--- src/core/dcd_pkg.sv ---
// Purpose: constants and carriers for the debug command decoder
// Assumes: one clock, the debug clock, at 25 MHz
// Notes:   cycle figures are debug-clock counts

package dcd_pkg;

    // ***************************************************************
    // command opcodes
    // ***************************************************************
    localparam logic [7:0] DCD_OP_BACKGROUND   = 8'h90;
    localparam logic [7:0] DCD_OP_READ_INMAP_B = 8'hE4;
    localparam logic [7:0] DCD_OP_READ_INMAP_W = 8'hEC;
    localparam logic [7:0] DCD_OP_READ_B       = 8'hE0;
    localparam logic [7:0] DCD_OP_READ_W       = 8'hE8;
    localparam logic [7:0] DCD_OP_WRITE_INMAP_B = 8'hC4;
    localparam logic [7:0] DCD_OP_WRITE_INMAP_W = 8'hCC;
    localparam logic [7:0] DCD_OP_WRITE_B      = 8'hC0;
    localparam logic [7:0] DCD_OP_WRITE_W      = 8'hC8;
    localparam logic [7:0] DCD_OP_FW_RD_FIRST  = 8'h62;
    localparam logic [7:0] DCD_OP_FW_RD_LAST   = 8'h67;
    localparam logic [7:0] DCD_OP_FW_WR_FIRST  = 8'h42;
    localparam logic [7:0] DCD_OP_FW_WR_LAST   = 8'h47;
    localparam logic [7:0] DCD_OP_RESUME       = 8'h08;
    localparam logic [7:0] DCD_OP_SINGLE_STEP  = 8'h10;
    localparam logic [7:0] DCD_OP_TAG_RESUME   = 8'h18;

    // ***************************************************************
    // debug resource map
    // ***************************************************************
    localparam logic [15:0] DCD_ROM_FIRST = 16'hFF20;
    localparam logic [15:0] DCD_ROM_LAST  = 16'hFFFF;
    localparam logic [15:0] DCD_REG_FIRST = 16'hFF00;
    localparam logic [15:0] DCD_REG_LAST  = 16'hFF06;

    // ***************************************************************
    // timing in debug-clock cycles, and frame lengths in bits
    // ***************************************************************
    localparam logic [9:0] DCD_SAMPLE_CYC   = 10'd10;
    localparam logic [9:0] DCD_SPEEDUP1_CYC = 10'd7;
    localparam logic [9:0] DCD_LOW0_CYC     = 10'd13;
    localparam logic [9:0] DCD_BITEND_CYC   = 10'd14;
    localparam logic [9:0] DCD_TIMEOUT_CYC  = 10'd512;
    localparam logic [7:0] DCD_STEAL_CYC    = 8'd128;
    localparam logic [4:0] DCD_OPC_BITS     = 5'd8;
    localparam logic [4:0] DCD_WORD_BITS    = 5'd16;

    // ***************************************************************
    // reset values
    // ***************************************************************
    localparam logic [15:0] DCD_SHIFT_RST = 16'h0000;

    typedef enum logic [2:0] {
        DCD_S_OPC   = 3'b000,
        DCD_S_ADDR  = 3'b001,
        DCD_S_WDATA = 3'b010,
        DCD_S_EXEC  = 3'b011,
        DCD_S_FWRD  = 3'b100,
        DCD_S_RDATA = 3'b101
    } dcd_state_e;

    typedef struct packed {
        logic [15:0] addr;
        logic [15:0] wdata;
        logic [1:0]  byte_en;
        logic        write;
        logic        inmap;
        logic        tgt_rom;
        logic        tgt_reg;
    } dcd_mem_req_s;

    typedef struct packed {
        logic [7:0]  opcode;
        logic [15:0] data;
    } dcd_fw_cmd_s;

endpackage : dcd_pkg

--- src/core/dcd_debug_command_decoder.sv ---
// Purpose: serial command decode and execution for the debug pin
// Assumes: host starts every bit with a falling edge on the pin
// Notes:   firmware commands are handed to the debug ROM program
//
// How it works
// [RULE1] idle bus cycle, else freeze after 128
// [RULE2] 0x90 requests debug mode if firmware enabled
// [RULE3] E4/EC read with debug resources mapped
// [RULE4] E0/E8 read from application map only
// [RULE5] C4/CC write with debug resources mapped
// [RULE6] C0/C8 write to application map only
// [RULE7] odd byte low lane, even byte high
// [RULE8] host sends word commands word aligned
// [RULE9] debug resources mapped in debug mode, else only during in-map access
// [RULE10] firmware commands only in debug mode
// [RULE11] ROM FF20-FFFF, registers FF00-FF06 when active
// [RULE12] 62..67 firmware reads return 16 bits
// [RULE13] 42..47 firmware writes take 16 bits
// [RULE14] 08 resume, 10 step, 18 tag resume
// [RULE15] opcode then address and/or data
// [RULE16] every read returns 16 data bits
// [RULE17] host waits 150 cycles around access
// [RULE18] host waits 32 cycles before firmware data
// [RULE19] msb first, 512 idle cycles clear command
// [RULE20] bits start on host fall, sample at 10
// [RULE21] no debug mode without enable, hardware ok
// [RULE22] unknown opcodes discarded without access
// [RULE23] firmware opcodes ignored outside debug mode
`timescale 1ns/1ps

module dcd_debug_command_decoder
    import dcd_pkg::*;
(
    // clock and reset
    input  wire logic          clk,
    input  wire logic          rst_n,
    // debug pin, open drain with speed-up
    input  wire logic          debug_pin_in,
    output logic               debug_pin_out,
    output logic               debug_pin_oe,
    // processor state
    input  wire logic          cpu_bus_idle,
    input  wire logic          debug_mode,
    input  wire logic          firmware_enable_bit,
    output logic               cpu_freeze,
    output logic               bg_request,
    output logic               dbg_res_mapped,
    // memory access port
    output dcd_pkg::dcd_mem_req_s mem_req,
    output logic               mem_req_valid,
    input  wire logic          mem_ack,
    input  wire logic [15:0]   mem_rdata,
    // firmware command port
    output dcd_pkg::dcd_fw_cmd_s fw_cmd,
    output logic               fw_cmd_valid,
    input  wire logic          fw_cmd_take,
    input  wire logic          fw_rdata_load,
    input  wire logic [15:0]   fw_rdata
);
    import dcd_pkg::*;

    // ***************************************************************
    // pin synchroniser and edge detect
    // ***************************************************************
    logic        pin_s1_reg;
    logic        pin_s2_reg;
    logic        pin_s3_reg;
    wire  logic  host_fall = pin_s3_reg & ~pin_s2_reg; // RULE20

    always_ff @(posedge clk or negedge rst_n)
    begin
        if (!rst_n)
        begin
            pin_s1_reg <= 1'b1;
            pin_s2_reg <= 1'b1;
            pin_s3_reg <= 1'b1;
        end
        else
        begin
            pin_s1_reg <= debug_pin_in;
            pin_s2_reg <= pin_s1_reg;
            pin_s3_reg <= pin_s2_reg;
        end
    end

    // ***************************************************************
    // state and datapath registers
    // ***************************************************************
    dcd_state_e   state_reg;
    logic [9:0]   cyc_reg;
    logic         bit_live_reg;
    logic [4:0]   bits_reg;
    logic [15:0]  shift_reg;
    logic [7:0]   opc_reg;
    logic [15:0]  addr_reg;
    logic [7:0]   steal_reg;
    logic         tx_bit_reg;
    logic         pin_out_reg;
    logic         pin_oe_reg;
    logic         freeze_reg;
    logic         bg_req_reg;
    logic         mapped_reg;
    dcd_mem_req_s mem_req_reg;
    logic         mem_valid_reg;
    dcd_fw_cmd_s  fw_cmd_reg;
    logic         fw_valid_reg;

    // ***************************************************************
    // bit timing
    // ***************************************************************
    wire logic rx_state   = (state_reg == DCD_S_OPC) |
                            (state_reg == DCD_S_ADDR) |
                            (state_reg == DCD_S_WDATA);
    wire logic tx_state   = (state_reg == DCD_S_RDATA);
    wire logic rx_sample  = rx_state & bit_live_reg &
                            (cyc_reg == DCD_SAMPLE_CYC); // RULE20
    wire logic tx_done    = tx_state & bit_live_reg &
                            (cyc_reg == DCD_BITEND_CYC);
    // an access in flight is never abandoned by the link timeout
    wire logic timed_out  = (cyc_reg == DCD_TIMEOUT_CYC) &
                            (state_reg != DCD_S_EXEC) &
                            (state_reg != DCD_S_OPC ||
                             bits_reg != 5'd0); // RULE19
    wire logic [15:0] shift_in = {shift_reg[14:0], pin_s2_reg}; // RULE19
    wire logic [4:0]  bits_inc = bits_reg + 5'd1;
    wire logic opc_full   = rx_sample & (state_reg == DCD_S_OPC) &
                            (bits_inc == DCD_OPC_BITS); // RULE15
    wire logic word_full  = rx_sample & (bits_inc == DCD_WORD_BITS);
    wire logic tx_last    = tx_done & (bits_inc == DCD_WORD_BITS);

    // ***************************************************************
    // opcode decode
    // ***************************************************************
    wire logic [7:0] op_new = shift_in[7:0];
    wire logic op_hw_rd = (op_new == DCD_OP_READ_INMAP_B) |
                          (op_new == DCD_OP_READ_INMAP_W) |
                          (op_new == DCD_OP_READ_B) |
                          (op_new == DCD_OP_READ_W); // RULE3 RULE4
    wire logic op_hw_wr = (op_new == DCD_OP_WRITE_INMAP_B) |
                          (op_new == DCD_OP_WRITE_INMAP_W) |
                          (op_new == DCD_OP_WRITE_B) |
                          (op_new == DCD_OP_WRITE_W); // RULE5 RULE6
    wire logic op_bg    = (op_new == DCD_OP_BACKGROUND);
    wire logic op_fw_rd = (op_new >= DCD_OP_FW_RD_FIRST) &
                          (op_new <= DCD_OP_FW_RD_LAST); // RULE12
    wire logic op_fw_wr = (op_new >= DCD_OP_FW_WR_FIRST) &
                          (op_new <= DCD_OP_FW_WR_LAST); // RULE13
    wire logic op_fw_go = (op_new == DCD_OP_RESUME) |
                          (op_new == DCD_OP_SINGLE_STEP) |
                          (op_new == DCD_OP_TAG_RESUME); // RULE14
    // firmware opcodes count only while the debug ROM is running
    wire logic fw_ok    = debug_mode; // RULE10 RULE23
    wire logic cur_hw   = opc_reg[7];
    wire logic cur_rd   = opc_reg[5];
    wire logic cur_map  = opc_reg[2];
    wire logic cur_word = opc_reg[3];

    // ***************************************************************
    // memory request shaping
    // ***************************************************************
    wire logic steal_now = (steal_reg == DCD_STEAL_CYC - 8'd1);
    wire logic go_access = (state_reg == DCD_S_EXEC) & ~mem_valid_reg &
                           (cpu_bus_idle | steal_now); // RULE1
    wire logic [1:0] lanes = cur_word ? 2'b11 :
                             (addr_reg[0] ? 2'b01 : 2'b10); // RULE7
    wire logic rom_hit = (addr_reg >= DCD_ROM_FIRST) &
                         (addr_reg <= DCD_ROM_LAST); // RULE11
    wire logic reg_hit = (addr_reg >= DCD_REG_FIRST) &
                         (addr_reg <= DCD_REG_LAST); // RULE11
    wire logic [15:0] rd_word =
        cur_word     ? mem_rdata :
        addr_reg[0]  ? {8'h00, mem_rdata[7:0]} :
                       {mem_rdata[15:8], 8'h00}; // RULE7 RULE16
    wire logic mem_done = mem_valid_reg & mem_ack;

    // ***************************************************************
    // pin drive for target-to-host bits
    // ***************************************************************
    wire logic drv_zero  = ~tx_bit_reg & (cyc_reg < DCD_LOW0_CYC);
    wire logic drv_pulse = tx_bit_reg ? (cyc_reg == DCD_SPEEDUP1_CYC) :
                                        (cyc_reg == DCD_LOW0_CYC);
    wire logic drv_on    = tx_state & bit_live_reg & ~host_fall &
                           (drv_zero | drv_pulse);

    // ***************************************************************
    // command sequencer
    // ***************************************************************
    always_ff @(posedge clk or negedge rst_n)
    begin
        if (!rst_n)
        begin
            state_reg <= DCD_S_OPC;
            bits_reg  <= 5'd0;
            shift_reg <= DCD_SHIFT_RST;
            opc_reg   <= 8'h00;
            addr_reg  <= 16'h0000;
        end
        else if (timed_out)
        begin
            state_reg <= DCD_S_OPC; // RULE19
            bits_reg  <= 5'd0;
            opc_reg   <= 8'h00;
        end
        else
        begin
            if (rx_sample)
            begin
                shift_reg <= shift_in;
                bits_reg  <= bits_inc;
            end
            if (tx_done)
            begin
                shift_reg <= {shift_reg[14:0], 1'b0}; // RULE19
                bits_reg  <= bits_inc;
            end
            case (state_reg)
                DCD_S_OPC:
                    if (opc_full)
                    begin
                        opc_reg  <= op_new;
                        bits_reg <= 5'd0;
                        if (op_hw_rd | op_hw_wr)
                            state_reg <= DCD_S_ADDR;
                        else if (op_fw_rd & fw_ok)
                            state_reg <= DCD_S_FWRD;
                        else if (op_fw_wr & fw_ok)
                            state_reg <= DCD_S_WDATA;
                        else
                            state_reg <= DCD_S_OPC; // RULE22
                    end
                DCD_S_ADDR:
                    if (word_full)
                    begin
                        addr_reg  <= shift_in;
                        bits_reg  <= 5'd0;
                        state_reg <= cur_rd ? DCD_S_EXEC : DCD_S_WDATA;
                    end
                DCD_S_WDATA:
                    if (word_full)
                    begin
                        bits_reg  <= 5'd0;
                        state_reg <= cur_hw ? DCD_S_EXEC : DCD_S_OPC;
                    end
                DCD_S_EXEC:
                    if (mem_done)
                    begin
                        shift_reg <= rd_word; // RULE16
                        state_reg <= cur_rd ? DCD_S_RDATA : DCD_S_OPC;
                    end
                DCD_S_FWRD:
                    if (fw_rdata_load)
                    begin
                        shift_reg <= fw_rdata; // RULE12
                        state_reg <= DCD_S_RDATA;
                    end
                DCD_S_RDATA:
                    if (tx_last)
                    begin
                        bits_reg  <= 5'd0;
                        state_reg <= DCD_S_OPC;
                    end
                default:
                    state_reg <= DCD_S_OPC;
            endcase
        end
    end

    // ***************************************************************
    // bit clocking and pin drive
    // ***************************************************************
    always_ff @(posedge clk or negedge rst_n)
    begin
        if (!rst_n)
        begin
            cyc_reg      <= 10'd0;
            bit_live_reg <= 1'b0;
            tx_bit_reg   <= 1'b1;
            pin_out_reg  <= 1'b1;
            pin_oe_reg   <= 1'b0;
        end
        else
        begin
            if (host_fall)
            begin
                cyc_reg      <= 10'd0;
                bit_live_reg <= 1'b1;
                tx_bit_reg   <= shift_reg[15]; // RULE19
            end
            else
            begin
                if (cyc_reg != DCD_TIMEOUT_CYC)
                    cyc_reg <= cyc_reg + 10'd1;
                if (rx_sample | tx_done)
                    bit_live_reg <= 1'b0;
            end
            pin_oe_reg  <= drv_on; // RULE20
            pin_out_reg <= drv_pulse;
        end
    end

    // ***************************************************************
    // memory access with cycle stealing
    // ***************************************************************
    always_ff @(posedge clk or negedge rst_n)
    begin
        if (!rst_n)
        begin
            steal_reg     <= 8'd0;
            mem_valid_reg <= 1'b0;
            freeze_reg    <= 1'b0;
            mem_req_reg   <= '0;
        end
        else
        begin
            if (state_reg != DCD_S_EXEC || mem_valid_reg)
                steal_reg <= 8'd0;
            else
                steal_reg <= steal_reg + 8'd1; // RULE1
            if (go_access)
            begin
                mem_valid_reg       <= 1'b1;
                freeze_reg          <= ~cpu_bus_idle; // RULE1
                mem_req_reg.addr    <= addr_reg; // RULE8
                mem_req_reg.wdata   <= shift_reg;
                mem_req_reg.byte_en <= lanes; // RULE7
                mem_req_reg.write   <= ~cur_rd;
                mem_req_reg.inmap   <= cur_map; // RULE3 RULE5
                mem_req_reg.tgt_rom <= cur_map & rom_hit; // RULE4 RULE6
                mem_req_reg.tgt_reg <= cur_map & reg_hit;
            end
            else if (mem_done)
            begin
                mem_valid_reg <= 1'b0;
                freeze_reg    <= 1'b0;
            end
        end
    end

    // ***************************************************************
    // background request, map and firmware hand-off
    // ***************************************************************
    wire logic fw_post = ((state_reg == DCD_S_OPC) & opc_full & fw_ok &
                          (op_fw_rd | op_fw_go)) |
                         ((state_reg == DCD_S_WDATA) & word_full &
                          ~cur_hw); // RULE10 RULE13 RULE14

    always_ff @(posedge clk or negedge rst_n)
    begin
        if (!rst_n)
        begin
            bg_req_reg   <= 1'b0;
            mapped_reg   <= 1'b0;
            fw_valid_reg <= 1'b0;
            fw_cmd_reg   <= '0;
        end
        else
        begin
            if ((state_reg == DCD_S_OPC) & opc_full & op_bg &
                firmware_enable_bit & ~timed_out)
                bg_req_reg <= 1'b1; // RULE2 RULE21
            else if (debug_mode)
                bg_req_reg <= 1'b0;
            // debug resources appear throughout debug mode, and otherwise only for an in-map access itself
            mapped_reg <= debug_mode |
                          ((go_access | (mem_valid_reg & ~mem_done)) &
                           (go_access ? cur_map : mem_req_reg.inmap));
                           // RULE9 RULE11
            if (fw_post & ~timed_out)
            begin
                fw_valid_reg      <= 1'b1;
                fw_cmd_reg.opcode <= (state_reg == DCD_S_OPC) ? op_new
                                                              : opc_reg;
                fw_cmd_reg.data   <= shift_in;
            end
            else if (fw_cmd_take)
                fw_valid_reg <= 1'b0;
        end
    end

    assign debug_pin_out  = pin_out_reg;
    assign debug_pin_oe   = pin_oe_reg;
    assign cpu_freeze     = freeze_reg;
    assign bg_request     = bg_req_reg;
    assign dbg_res_mapped = mapped_reg;
    assign mem_req        = mem_req_reg;
    assign mem_req_valid  = mem_valid_reg;
    assign fw_cmd         = fw_cmd_reg;
    assign fw_cmd_valid   = fw_valid_reg;

endmodule : dcd_debug_command_decoder

--- config.mk ---
export PLATFORM = sky130hd
export DESIGN_NAME = dcd_debug_command_decoder
export DESIGN_NICKNAME = d
export VERILOG_FILES = /design/src/core/dcd_pkg.sv /design/src/core/dcd_debug_command_decoder.sv
export SDC_FILE = /design/constraint.sdc
export NUM_CORES = 1
export LEC_CHECK = 0
export BUFFER_PORTS_ARGS = -buffer_cell sky130_fd_sc_hd__buf_2
export CAP_MARGIN = 40
export CORE_MARGIN = 2
export CORE_UTILIZATION = 45
export CTS_CLUSTER_SIZE = 20
export DETAILED_ROUTE_END_ITERATION = 7
export MAX_ROUTING_LAYER = met4
export PLACE_DENSITY = 0.68
export SLEW_MARGIN = 20
export SYNTH_ARGS = -nofsm -noshare
export SYNTH_HDL_FRONTEND = slang
export SYNTH_SLANG_ARGS = --single-unit
export TNS_END_PERCENT = 5
--- constraint.sdc ---
create_clock -name clk -period 2.8 [get_ports clk]
set_input_delay 0.28 -clock clk [delete_from_list [all_inputs] [get_ports clk]]
set_output_delay 0.28 -clock clk [all_outputs]
set_load 0.05 [all_outputs]
# Word level (Yosys, flattened, before mapping)
# Index checks and enable logic that the tools add are counted.
# op_classes
reduce_logical	16
n_bitwise	63
n_lt_le_gt_ge	9
n_eq_ne	33
div	0
shift	0
add_sub_neg	3
n_mux	48
n_mul	0
# ops
operator	n
16-bit two-way mux	6
8-bit == test (second input constant)	9
8-bit two-way mux	5
1-bit bitwise AND	36
16-bit >= comparator (second input constant)	2
16-bit <= comparator (second input constant)	2
16-bit case mux with 2 select lines	1
10-bit by 4-bit == test with 1-bit output (second input constant)	3
3-bit two-way mux	10
5-bit two-way mux	6
10-bit two-way mux	2
1-bit OR	18
3-bit case mux with 6 select lines	1
8-bit by 5-bit == test with 1-bit output (second input constant)	2
8-bit by 7-bit >= comparator with 1-bit output (second input constant)	2
8-bit by 7-bit <= comparator with 1-bit output (second input constant)	2
3-bit inequality test (second input constant)	5
5-bit case mux with 3 select lines	1
2-bit nonzero test	7
1-bit two-way mux	12
10-bit by 1-bit adder with 10-bit output (second input constant)	1
10-bit == test (second input constant)	1
10-bit by 3-bit == test with 1-bit output (second input constant)	1
10-bit by 4-bit less-than comparator with 1-bit output (second input constant)	1
other kinds (22)	36
# word_totals
word_cells	200
output_inout_bits	69
mem_bits_rw	0
mem_count	0
inputBits	41
rom_bits	0
latchBits	0
register_bits	140

# Logic depth before layout (Yosys ltp)
# Gate-level depths: netlist of the first run.
# depth
ltp_word	13
depth_mapped	10
depth_no_buf	8

# Least setup slack after synthesis of the first run
# Ideal clock, no wire load.
# synth_path
path_type	flip-flop to flip-flop
startpoint	register bits_reg[0]
endpoint	register fw_cmd_reg, in the netlist fw_cmd[10]
slack_ns	0.379
path_buffers	1
required_ns	2.675
arrival_time_ns	2.297
setup_ns	0.125
path_stages_with_launch	9
period_less_slack_ns	2.421
cell_sequence	dfrtp_1 > ha_1 > a21oi_1 > o221ai_1 > a2111oi_4 > o211ai_1 > o41ai_2 > buf_4 > mux2_2
# synth_between
elab_chain_len	8
elab_cells_between_ends	16
cone_classes	1 x add/sub; 2 x eq/ne; 11 x bitwise; 2 x reduce/logical
# synth_lines
element	line	source
from (decl)	dcd_debug_command_decoder.sv:92	logic [4:0] bits_reg;
from (signal assigned)	dcd_debug_command_decoder.sv:209	bits_reg <= bits_inc;
from (signal assigned)	dcd_debug_command_decoder.sv:214	bits_reg <= bits_inc;
5-bit by 1-bit adder with 5-bit output	dcd_debug_command_decoder.sv:125	wire logic [4:0] bits_inc = bits_reg + 5'd1;
5-bit by 4-bit == test with 1-bit output	dcd_debug_command_decoder.sv:127	(bits_inc == DCD_OPC_BITS);
1-bit bitwise AND	dcd_debug_command_decoder.sv:126	wire logic opc_full = rx_sample & (state_reg == DCD_S_OPC) &
1-bit bitwise AND (3 in series)	dcd_debug_command_decoder.sv:342	wire logic fw_post = ((state_reg == DCD_S_OPC) & opc_full & fw_ok &
1-bit OR	dcd_debug_command_decoder.sv:343	(op_fw_rd | op_fw_go)) |
1-bit bitwise AND (*)	dcd_debug_command_decoder.sv:368	if (fw_post & ~timed_out)
to (decl)	dcd_debug_command_decoder.sv:105	dcd_fw_cmd_s fw_cmd_reg;
# Every way passes the cells marked *; elsewhere a longest branch is shown, timed or not.
# A chain may end at the register's enable or synchronous reset.

# Final worst setup path of the first run
# Ends and elaborated chain as after synthesis.

==> reports/metrics.cfg, run 1 <==
[cts]
cts_buffers = 17
clockBufferDepth = 2
cts_tree = yes
htreeDepth = 4
post_cts_buffers = 0
clkLatencyLatePin_ps = 420
postCtsHoldBufs = 2
cts_resized = 0
clkTransAtPathRegs_ps = 50
cts.sink_count = 140
cts_root_buffer = clkbuf_16

[die]
die_x_um = 125
dieArea_um2 = 15600
rows = 44
core_area_um2 = 14400
ioPinCount = 110
start_util = 0.457
die_h_um = 125

[placement]
gp_congestion = 0.926
dp_slack_ps = 346
portBuffers = 109
hpwl_um = 12100
post_dp_cell_area_um2 = 7470

[finish]
nNetsFinal = 795
layout-drive-gt1-share = 0.294
multi_input_area_um2 = 2850
largest_reg_flops = 38
fillers = 1229
area_growth_pct = 22.8
final_area_um2 = 8090
n_antenna_cell = 0
seq_area_um2 = 3510

[pwr]
p_sw_mw = 1.19
swShare = 0.240
p_per_area_nw_per_um2 = 612
ir_worst_vdd_mv = 0.471
p_comb_frac = 0.091
power_frac_clock = 0.462
power_frac_seq = 0.447
p_leak_nw = 4.15
internal_power_mw = 3.77

[status]
outcome = finished clean

[setup_path]
end_kind = register
critical_path_required_ps = 3100
cp_data_arrival_time_ps = 2810
worstSetupPathType = reg -> reg
r2r_slack_ps = 290
cp_max_fo = 10
critPathLaunchType = register

[timing]
period_needed_ps = 2510
relSlewSlack = 0.541
final_hold_viol_count = 0
post-route-period-util = 0.897
fin_ws_ps = 288
worst_pin_slew_ps = 685
skew_ps = 7.40
timing.fmax_mhz = 398
fin_setup_tns_ps = 0
setup_viol = 0
rsz0062_at_grt = false
final_max_slew_viol_count = 0

[logic_synthesis]
yosys.area.top_type = dfrtp_1
synth_area_leaders = dfrtp_1 51%, nand2_1 7.2%, mux2_2 4.1%
synth_edf_count = 0
yosysSeqAreaShare = 0.533
async_flop_share = 1.00
synth_nets = 670
yosysWarnings = 0
syn_inst = 620
yosysUniqueCellTypes = 59
synth_top_area_frac = 0.513
ys_seq_elements = 140
synth_area_um2 = 6590
synth_ff_type = dfrtp_1
syn_avg_cell_area_um2 = 10.6

[flow_run]
cap_violations = 0

[grt]
first_global_vias = 5174
grt_util_all_layers = 0.234
grt_pass1_wl_um = 28000
grt-ovfl-total = 0
grt_max_degree = 61
antenna_found_initial = 0

[drt]
post_drt_wl_per_cell_um = 18.5
firstDrtPassIters = 6
drt_wl_total_um = 17300
vias = 5264
route.detailed.drc = 0
vias_per_cell = 5.61
ant_nets = 0
drt_iter0_drc = 493

[min_path]
min-delay-path-class = in -> reg

## placed cells by master, fill, tap and decap left out, types with 5 or more instances in the layout
master	n
nand3_1	11
nand4_1	8
mux2_2	24
nor2_1	42
xnor2_1	7
nand2_1	126
o2bb2ai_1	14
dfstp_2	5
or3_1	5
buf_2	108
mux2_1	16
mux2_4	10
clkbuf_16	17
nor2b_1	7
o21ai_0	23
ha_1	9
a222oi_1	14
buf_4	31
inv_1	12
mux2i_1	9
dfrtp_1	135
xor2_1	9
nor3_1	17
a21oi_1	18
## synth_stat cells (10+ instances only)
cell type,n
dfrtp_1,135
nor3_1,17
mux2_2,24
buf_2,11
nand2_1,126
mux2_1,16
o2bb2ai_1,14
mux2_4,10
nor2_1,43
a222oi_1,14
clkbuf_1,20
nand3_1,11
inv_1,12
o21ai_0,23
a21oi_1,19
## final cells by class
cell class                      instances  share of cell area
Clock buffer                           24              0.0608
Clock inverter                          5              0.0131
Inverter                               12             0.00557
Multi-Input combinational cell        429               0.353
Sequential cell                       140               0.434
Tap cell                              184              0.0284
Timing Repair Buffer                  145               0.106
## worst paths after layout
check / from / end / depth (start not counted)
worst min-delay path: cpu_bus_idle / cpu_freeze / 2
max in group asynchronous: rst_n / pin_s3_reg / 3
worst min register to register: pin_s1_reg / pin_s2_reg / 0
worst max-delay path: bits_reg[0] / fw_cmd[10] / 8
worst max register to register: bits_reg[0] / fw_cmd[10] / 8
min in group asynchronous: rst_n / mem_req[15] / 2
## logic make-up (layout without fill, tap and decap cells)
family | Yosys count | after routing | share of synthesized area
xor+xnor | 16 | 16 | 0.0213
fa+ha+maj | 9 | 9 | 0.0171
flops | 140 | 140 | 0.533
simple gates | 248 | 248 | 0.178
compound gates | 97 | 97 | 0.108
mux | 59 | 59 | 0.105
buf+inv | 51 | 186 | 0.0385
## power by group through the flow
stage          Clock, mW  Sequential, mW  Combinational [mW]
6_report            2.29            2.21               0.453
2_1_floorplan          0            2.20               0.274
3_3_place_gp           0            2.24               0.436
5_1_grt             2.42            2.22               0.498
4_1_cts             2.31            2.21               0.455
3_5_place_dp           0            2.24               0.450
## through the flow
stage          hold slack [ps]  std cells  power (mW)  utilization
3_5_place_dp               289        908        2.69        0.518
6_report                   114        939        4.95        0.561
5_1_grt                    113        939        5.14        0.561
2_1_floorplan            -15.6        620        2.47            -
3_3_place_gp               280        907        2.68        0.517
4_1_cts                    109        939        4.98        0.561
## per-layer routing
layer / share of wire / GRT usage / routed length [um]
met1: 0.43 / 0.310 / 7480
met2: 0.47 / 0.355 / 8180
met3: 0.079 / 0.0561 / 1370
met4: 0.017 / 0.0797 / 302
met5: 0 / - / 0
## worst max-delay path, cell delays in order, from the launching register on
cell and delay, ps:
dfrtp_1 450, ha_1 290, a21oi_1 160, o221ai_1 190, a2111oi_4 410, o211ai_1 200
o41ai_4 120, buf_6 230, mux2_2 360
(Power assumes the default switching activity.)
==> run 2, diff against run 1 <==
--- a/config.mk
+++ b/config.mk
@@ -12,7 +12,7 @@
 export CTS_CLUSTER_SIZE = 20
 export DETAILED_ROUTE_END_ITERATION = 7
 export MAX_ROUTING_LAYER = met4
-export PLACE_DENSITY = 0.68
+export PLACE_DENSITY = 0.66
 export SLEW_MARGIN = 20
 export SYNTH_ARGS = -nofsm -noshare
 export SYNTH_HDL_FRONTEND = slang
==> run 2 against run 1 <==
  * Worst hold slack lost 19 ps
  * Final cell count is 0.32% higher
  * Non-clock buffer count unchanged
  * Sequential share of layout area decreased by 0.29 points
  * Global-route usage decreased by 0.40 points
  * Critical path type unchanged
  * Critical endpoint is now fw_cmd[13]
  * Largest cell class unchanged
  * Highest routed layer unchanged
==> reports/metrics.cfg, run 2 (synthesis results as in run 1) <==
[status]
outcome = finished clean

[pwr]
swShare = 0.238
p_comb_frac = 0.082
power_frac_clock = 0.481
power_frac_seq = 0.437
ir_worst_vdd_mv = 0.400
p_sw_mw = 1.21
p_leak_nw = 4.18
internal_power_mw = 3.88
power_mw = 5.10
p_per_area_nw_per_um2 = 625

[grt]
first_global_vias = 5104
grtUsageMet3 = 0.0466
grt_use_met1 = 0.323
antenna_found_initial = 0
grt_pass1_wl_um = 27400
grt_util_met2 = 0.339
grt-ovfl-total = 0
grt_max_degree = 80
grt_util_all_layers = 0.230
grt.busiest_layer = met2

[timing]
final_max_slew_viol_count = 0
worst_pin_slew_ps = 817
final_hold_viol_count = 0
rsz0062_at_grt = false
skew_ps = 6.43
setup_viol = 0
timing.fmax_mhz = 394
post-route-period-util = 0.907
fin_ws_ps = 259
relSlewSlack = 0.453
period_needed_ps = 2540
fin_setup_tns_ps = 0

[placement]
gp_congestion = 0.910
hpwl_um = 12100
post_dp_cell_area_um2 = 7470
dp_slack_ps = 325
portBuffers = 109

[die]
start_util = 0.457
die_h_um = 125
core_area_um2 = 14400
dieArea_um2 = 15600
rows = 44
die_x_um = 125
ioPinCount = 110

[drt]
route.detailed.drc = 0
drt_wl_total_um = 17000
firstDrtPassIters = 6
vias = 5229
drt_iter0_drc = 446
ant_nets = 0
vias_per_cell = 5.55
post_drt_wl_per_cell_um = 18.1

[setup_path]
cp_max_fo = 10
rr_worst_depth = 8
critPathLaunchType = register
cp_data_arrival_time_ps = 2840
r2r_start = bits_reg[0]
worstSetupPathType = reg -> reg
critical_path_required_ps = 3100
rr_endpoint = fw_cmd[13]
r2r_slack_ps = 260
end_kind = register

[cts]
cts.sink_count = 140
clkLatencyLatePin_ps = 420
cts_tree = yes
cts_root_buffer = clkbuf_16
post_cts_buffers = 0
clockBufferDepth = 2
cts_buffers = 17
htreeDepth = 4
clkTransAtPathRegs_ps = 60

[finish]
final_area_um2 = 8150
layout-drive-gt1-share = 0.301
final_common_cell = dfrtp_1
largest_reg_flops = 38
n_antenna_cell = 0
most-common-layout-cells = 135 x dfrtp_1, 126 x nand2_1, 108 x buf_2, 42 x nor2_1, 31 x buf_4
nNetsFinal = 795
area_growth_pct = 23.7

[min_path]
worstHoldEndpoint = cpu_freeze
hold_start = cpu_bus_idle
min-delay-path-class = in -> reg
hold_path_depth = 2

[flow_run]
cap_violations = 0

[run 2: power groups by stage]
stage	logic (mW)	clock network, mW	registers [mW]
after floorplan	0.274	0	2.20
after global placement	0.408	0	2.25
after detailed placement	0.420	0	2.26
after CTS	0.424	2.49	2.23
after global routing	0.463	2.58	2.24
final	0.418	2.45	2.23
[run 2: routing by layer]
layer  up-vias  routed length, um  part of all wire
li1       2425                  -                 -
met1      2593               7770              0.46
met2       188               7870              0.46
met3        23               1160             0.068
met4         0                238             0.014
met5         -                  0                 0
[run 2: worst max-delay path, cell delays in order (launching register included)]
cell and delay, ps:
dfrtp_1 460, ha_1 280, a21oi_1 170, o221ai_1 200
a2111oi_4 420, o211ai_1 200, o41ai_4 120, buf_6 220
mux2_2 340
[run 2: through the flow]
stage               hold WS, ps   util  instances
floorplan                 -15.6      -        620
global placement            353  0.517        907
detailed placement          351  0.518        908
CTS                        79.5  0.565        942
global route                101  0.565        942
finish                     95.1  0.565        942
[run 2: timing repair]
item                                   in CTS  in global routing
endpoints found under the hold margin      78                  0
hold buffers                                2                  0
gates resized for setup                     0                  0
[run 2: cell type report]
| cell class | instances | area [um^2] |
|---|---|---|
| clock buffers | 22 | 494 |
| clock inverters | 10 | 159 |
| flip-flops and latches | 140 | 3510 |
| multi-input cells | 429 | 2850 |
| fillers | 1245 | 6280 |
| inverters | 12 | 45.0 |
| repair buffers | 145 | 856 |
| well taps | 184 | 230 |
[run 2: worst max path at each step]
stage	start	to	slack [ps]
2_1_floorplan	bits_reg[0]	fw_cmd[10]	380
3_5_place_dp	bits_reg[0]	fw_cmd[14]	320
4_1_cts	bits_reg[0]	fw_cmd[12]	290
3_3_place_gp	bits_reg[0]	fw_cmd[15]	120
6_report	bits_reg[0]	fw_cmd[13]	260
5_1_grt	bits_reg[0]	fw_cmd[13]	160
==> run 3, diff against run 2 <==
==> constraint.sdc (replaced) <==
create_clock -name clk -period 2.5 [get_ports clk]
set_input_delay 0.25 -clock clk [delete_from_list [all_inputs] [get_ports clk]]
set_output_delay 0.25 -clock clk [all_outputs]
set_load 0.05 [all_outputs]
==> run 3 against run 2 <==
  * The run now ends with design-rule violations left
  * Utilization grew 0.28 points
  * Sequential power grew 9.9%
  * Combinational power grew 33%
  * Register-to-register slack lost 190 ps
  * Final area grew 0.49%
  * Critical path depth is the same
  * Non-clock buffer count grew 10
  * Sequential cell count is the same
  * Via count grew 1.9%
  * Final cell count grew 1.1%
==> reports/metrics.cfg, run 3 (synthesis results as in run 1) <==
[timing]
period_needed_ps = 2430
fin_setup_tns_ps = 0
relSlewSlack = 0.586
worst_pin_slew_ps = 618
skew_ps = 8.31
timing.fmax_mhz = 412
final_hold_viol_count = 0
post-route-period-util = 0.972
final_max_slew_viol_count = 0
setup_viol = 0
rsz0062_at_grt = true
fin_ws_ps = 70.1
hold_slack_ps = 62.6

[placement]
dp_slack_ps = 55.4
place_inst = 917
hpwl_um = 12100
portBuffers = 109
post_dp_cell_area_um2 = 7550
gp_congestion = 0.904

[setup_path]
cp_max_fo = 15
cp_data_arrival_time_ps = 2740
worstSetupPathType = reg -> reg
rr_worst_depth = 8
critPathLaunchType = register
critical_path_required_ps = 2810
end_kind = register

[pwr]
internal_power_mw = 4.13
p_per_area_nw_per_um2 = 674
power_mw = 5.52
p_leak_nw = 4.20
power_frac_clock = 0.455
p_comb_frac = 0.101
ir_worst_vdd_mv = 0.524
p_sw_mw = 1.39
power_frac_seq = 0.444
swShare = 0.251

[finish]
final_core_util = 0.568
n_antenna_cell = 0
nNetsFinal = 805
layout-drive-gt1-share = 0.310
most-common-layout-cells = 134 x dfrtp_1, 126 x nand2_1, 108 x buf_2, 42 x nor2_1, 39 x buf_4
area_growth_pct = 24.3
final_common_cell = dfrtp_1
fillers = 1251
final_area_um2 = 8190
fin_cells = 952
largest_reg_flops = 38

[grt]
grt_pass1_wl_um = 27800
grt_use_met1 = 0.319
grtUsageMet3 = 0.0638
grt_max_degree = 65
grt-ovfl-total = 0
first_global_vias = 5233
antenna_found_initial = 0
grt_util_all_layers = 0.232
grt.busiest_layer = met2
grt_util_met2 = 0.340

[status]
violations = design-rule violations
outcome = finished, violations left

[die]
die_x_um = 125
ioPinCount = 110
rows = 44
start_util = 0.457
dieArea_um2 = 15600
core_area_um2 = 14400
die_h_um = 125

[min_path]
min-delay-path-class = in -> reg
hold_path_depth = 2

[drt]
post_drt_wl_per_cell_um = 18.0
vias = 5330
firstDrtPassIters = 8
route.detailed.drc = 4
vias_per_cell = 5.60
ant_nets = 0
drt_wl_total_um = 17200
drt_iter0_drc = 567

[cts]
cts_tree = yes
clockBufferDepth = 2
htreeDepth = 4
clkLatencyLatePin_ps = 420
clkTransAtPathRegs_ps = 60
cts.sink_count = 140
cts_root_buffer = clkbuf_16
cts_buffers = 17

[flow_run]
cap_violations = 0

run 3: worst paths after layout:
kind / start / endpoint / slack, ps
setup reg to reg: bits_reg[1] / fw_cmd[1] / 70
max in group asynchronous: rst_n / mem_req[24] / 1360
hold / removal: cpu_bus_idle / cpu_freeze / 60
hold reg to reg: pin_s1_reg / pin_s2_reg / 360
min in group asynchronous: rst_n / steal_reg[5] / 370
setup / recovery: bits_reg[1] / fw_cmd[1] / 70
run 3: power groups by stage:
stage	Clock, mW	Sequential [mW]	Combinational [mW]
after floorplan	0	2.46	0.306
after CTS	2.54	2.45	0.556
after global placement	0	2.48	0.536
final	2.51	2.45	0.558
after detailed placement	0	2.49	0.552
after global routing	2.66	2.46	0.611
run 3: routing by layer:
layer / wire, um / share of wire
met1: 7710 / 0.45
met2: 7910 / 0.46
met5: 0 / 0
met3: 1290 / 0.075
met4: 244 / 0.014
run 3: critical path, stage by stage (launching register included):
cell and delay (ps):
dfrtp_2 440, ha_1 250, a21oi_1 160, o221ai_1 190, a2111oi_4 400, o211ai_1 210
o41ai_4 120, buf_12 210, mux2_2 340
run 3: repair_timing:
action	in CTS	in global routing
pin swaps	0	2
resized for setup	1	4
hold buffers	2	0
endpoints found under the hold margin	57	0
setup buffers	0	1
setup endpoints to repair	1	44
run 3: final cells by class:
type | instances | area, um^2 | area share
clock buffers | 22 | 474 | 0.0579
clock inverters | 10 | 113 | 0.0138
inverters | 12 | 45.0 | 0.00550
multi-input cells | 429 | 2870 | 0.350
flip-flops and latches | 140 | 3510 | 0.429
well taps | 184 | 230 | 0.0281
repair buffers | 155 | 947 | 0.116
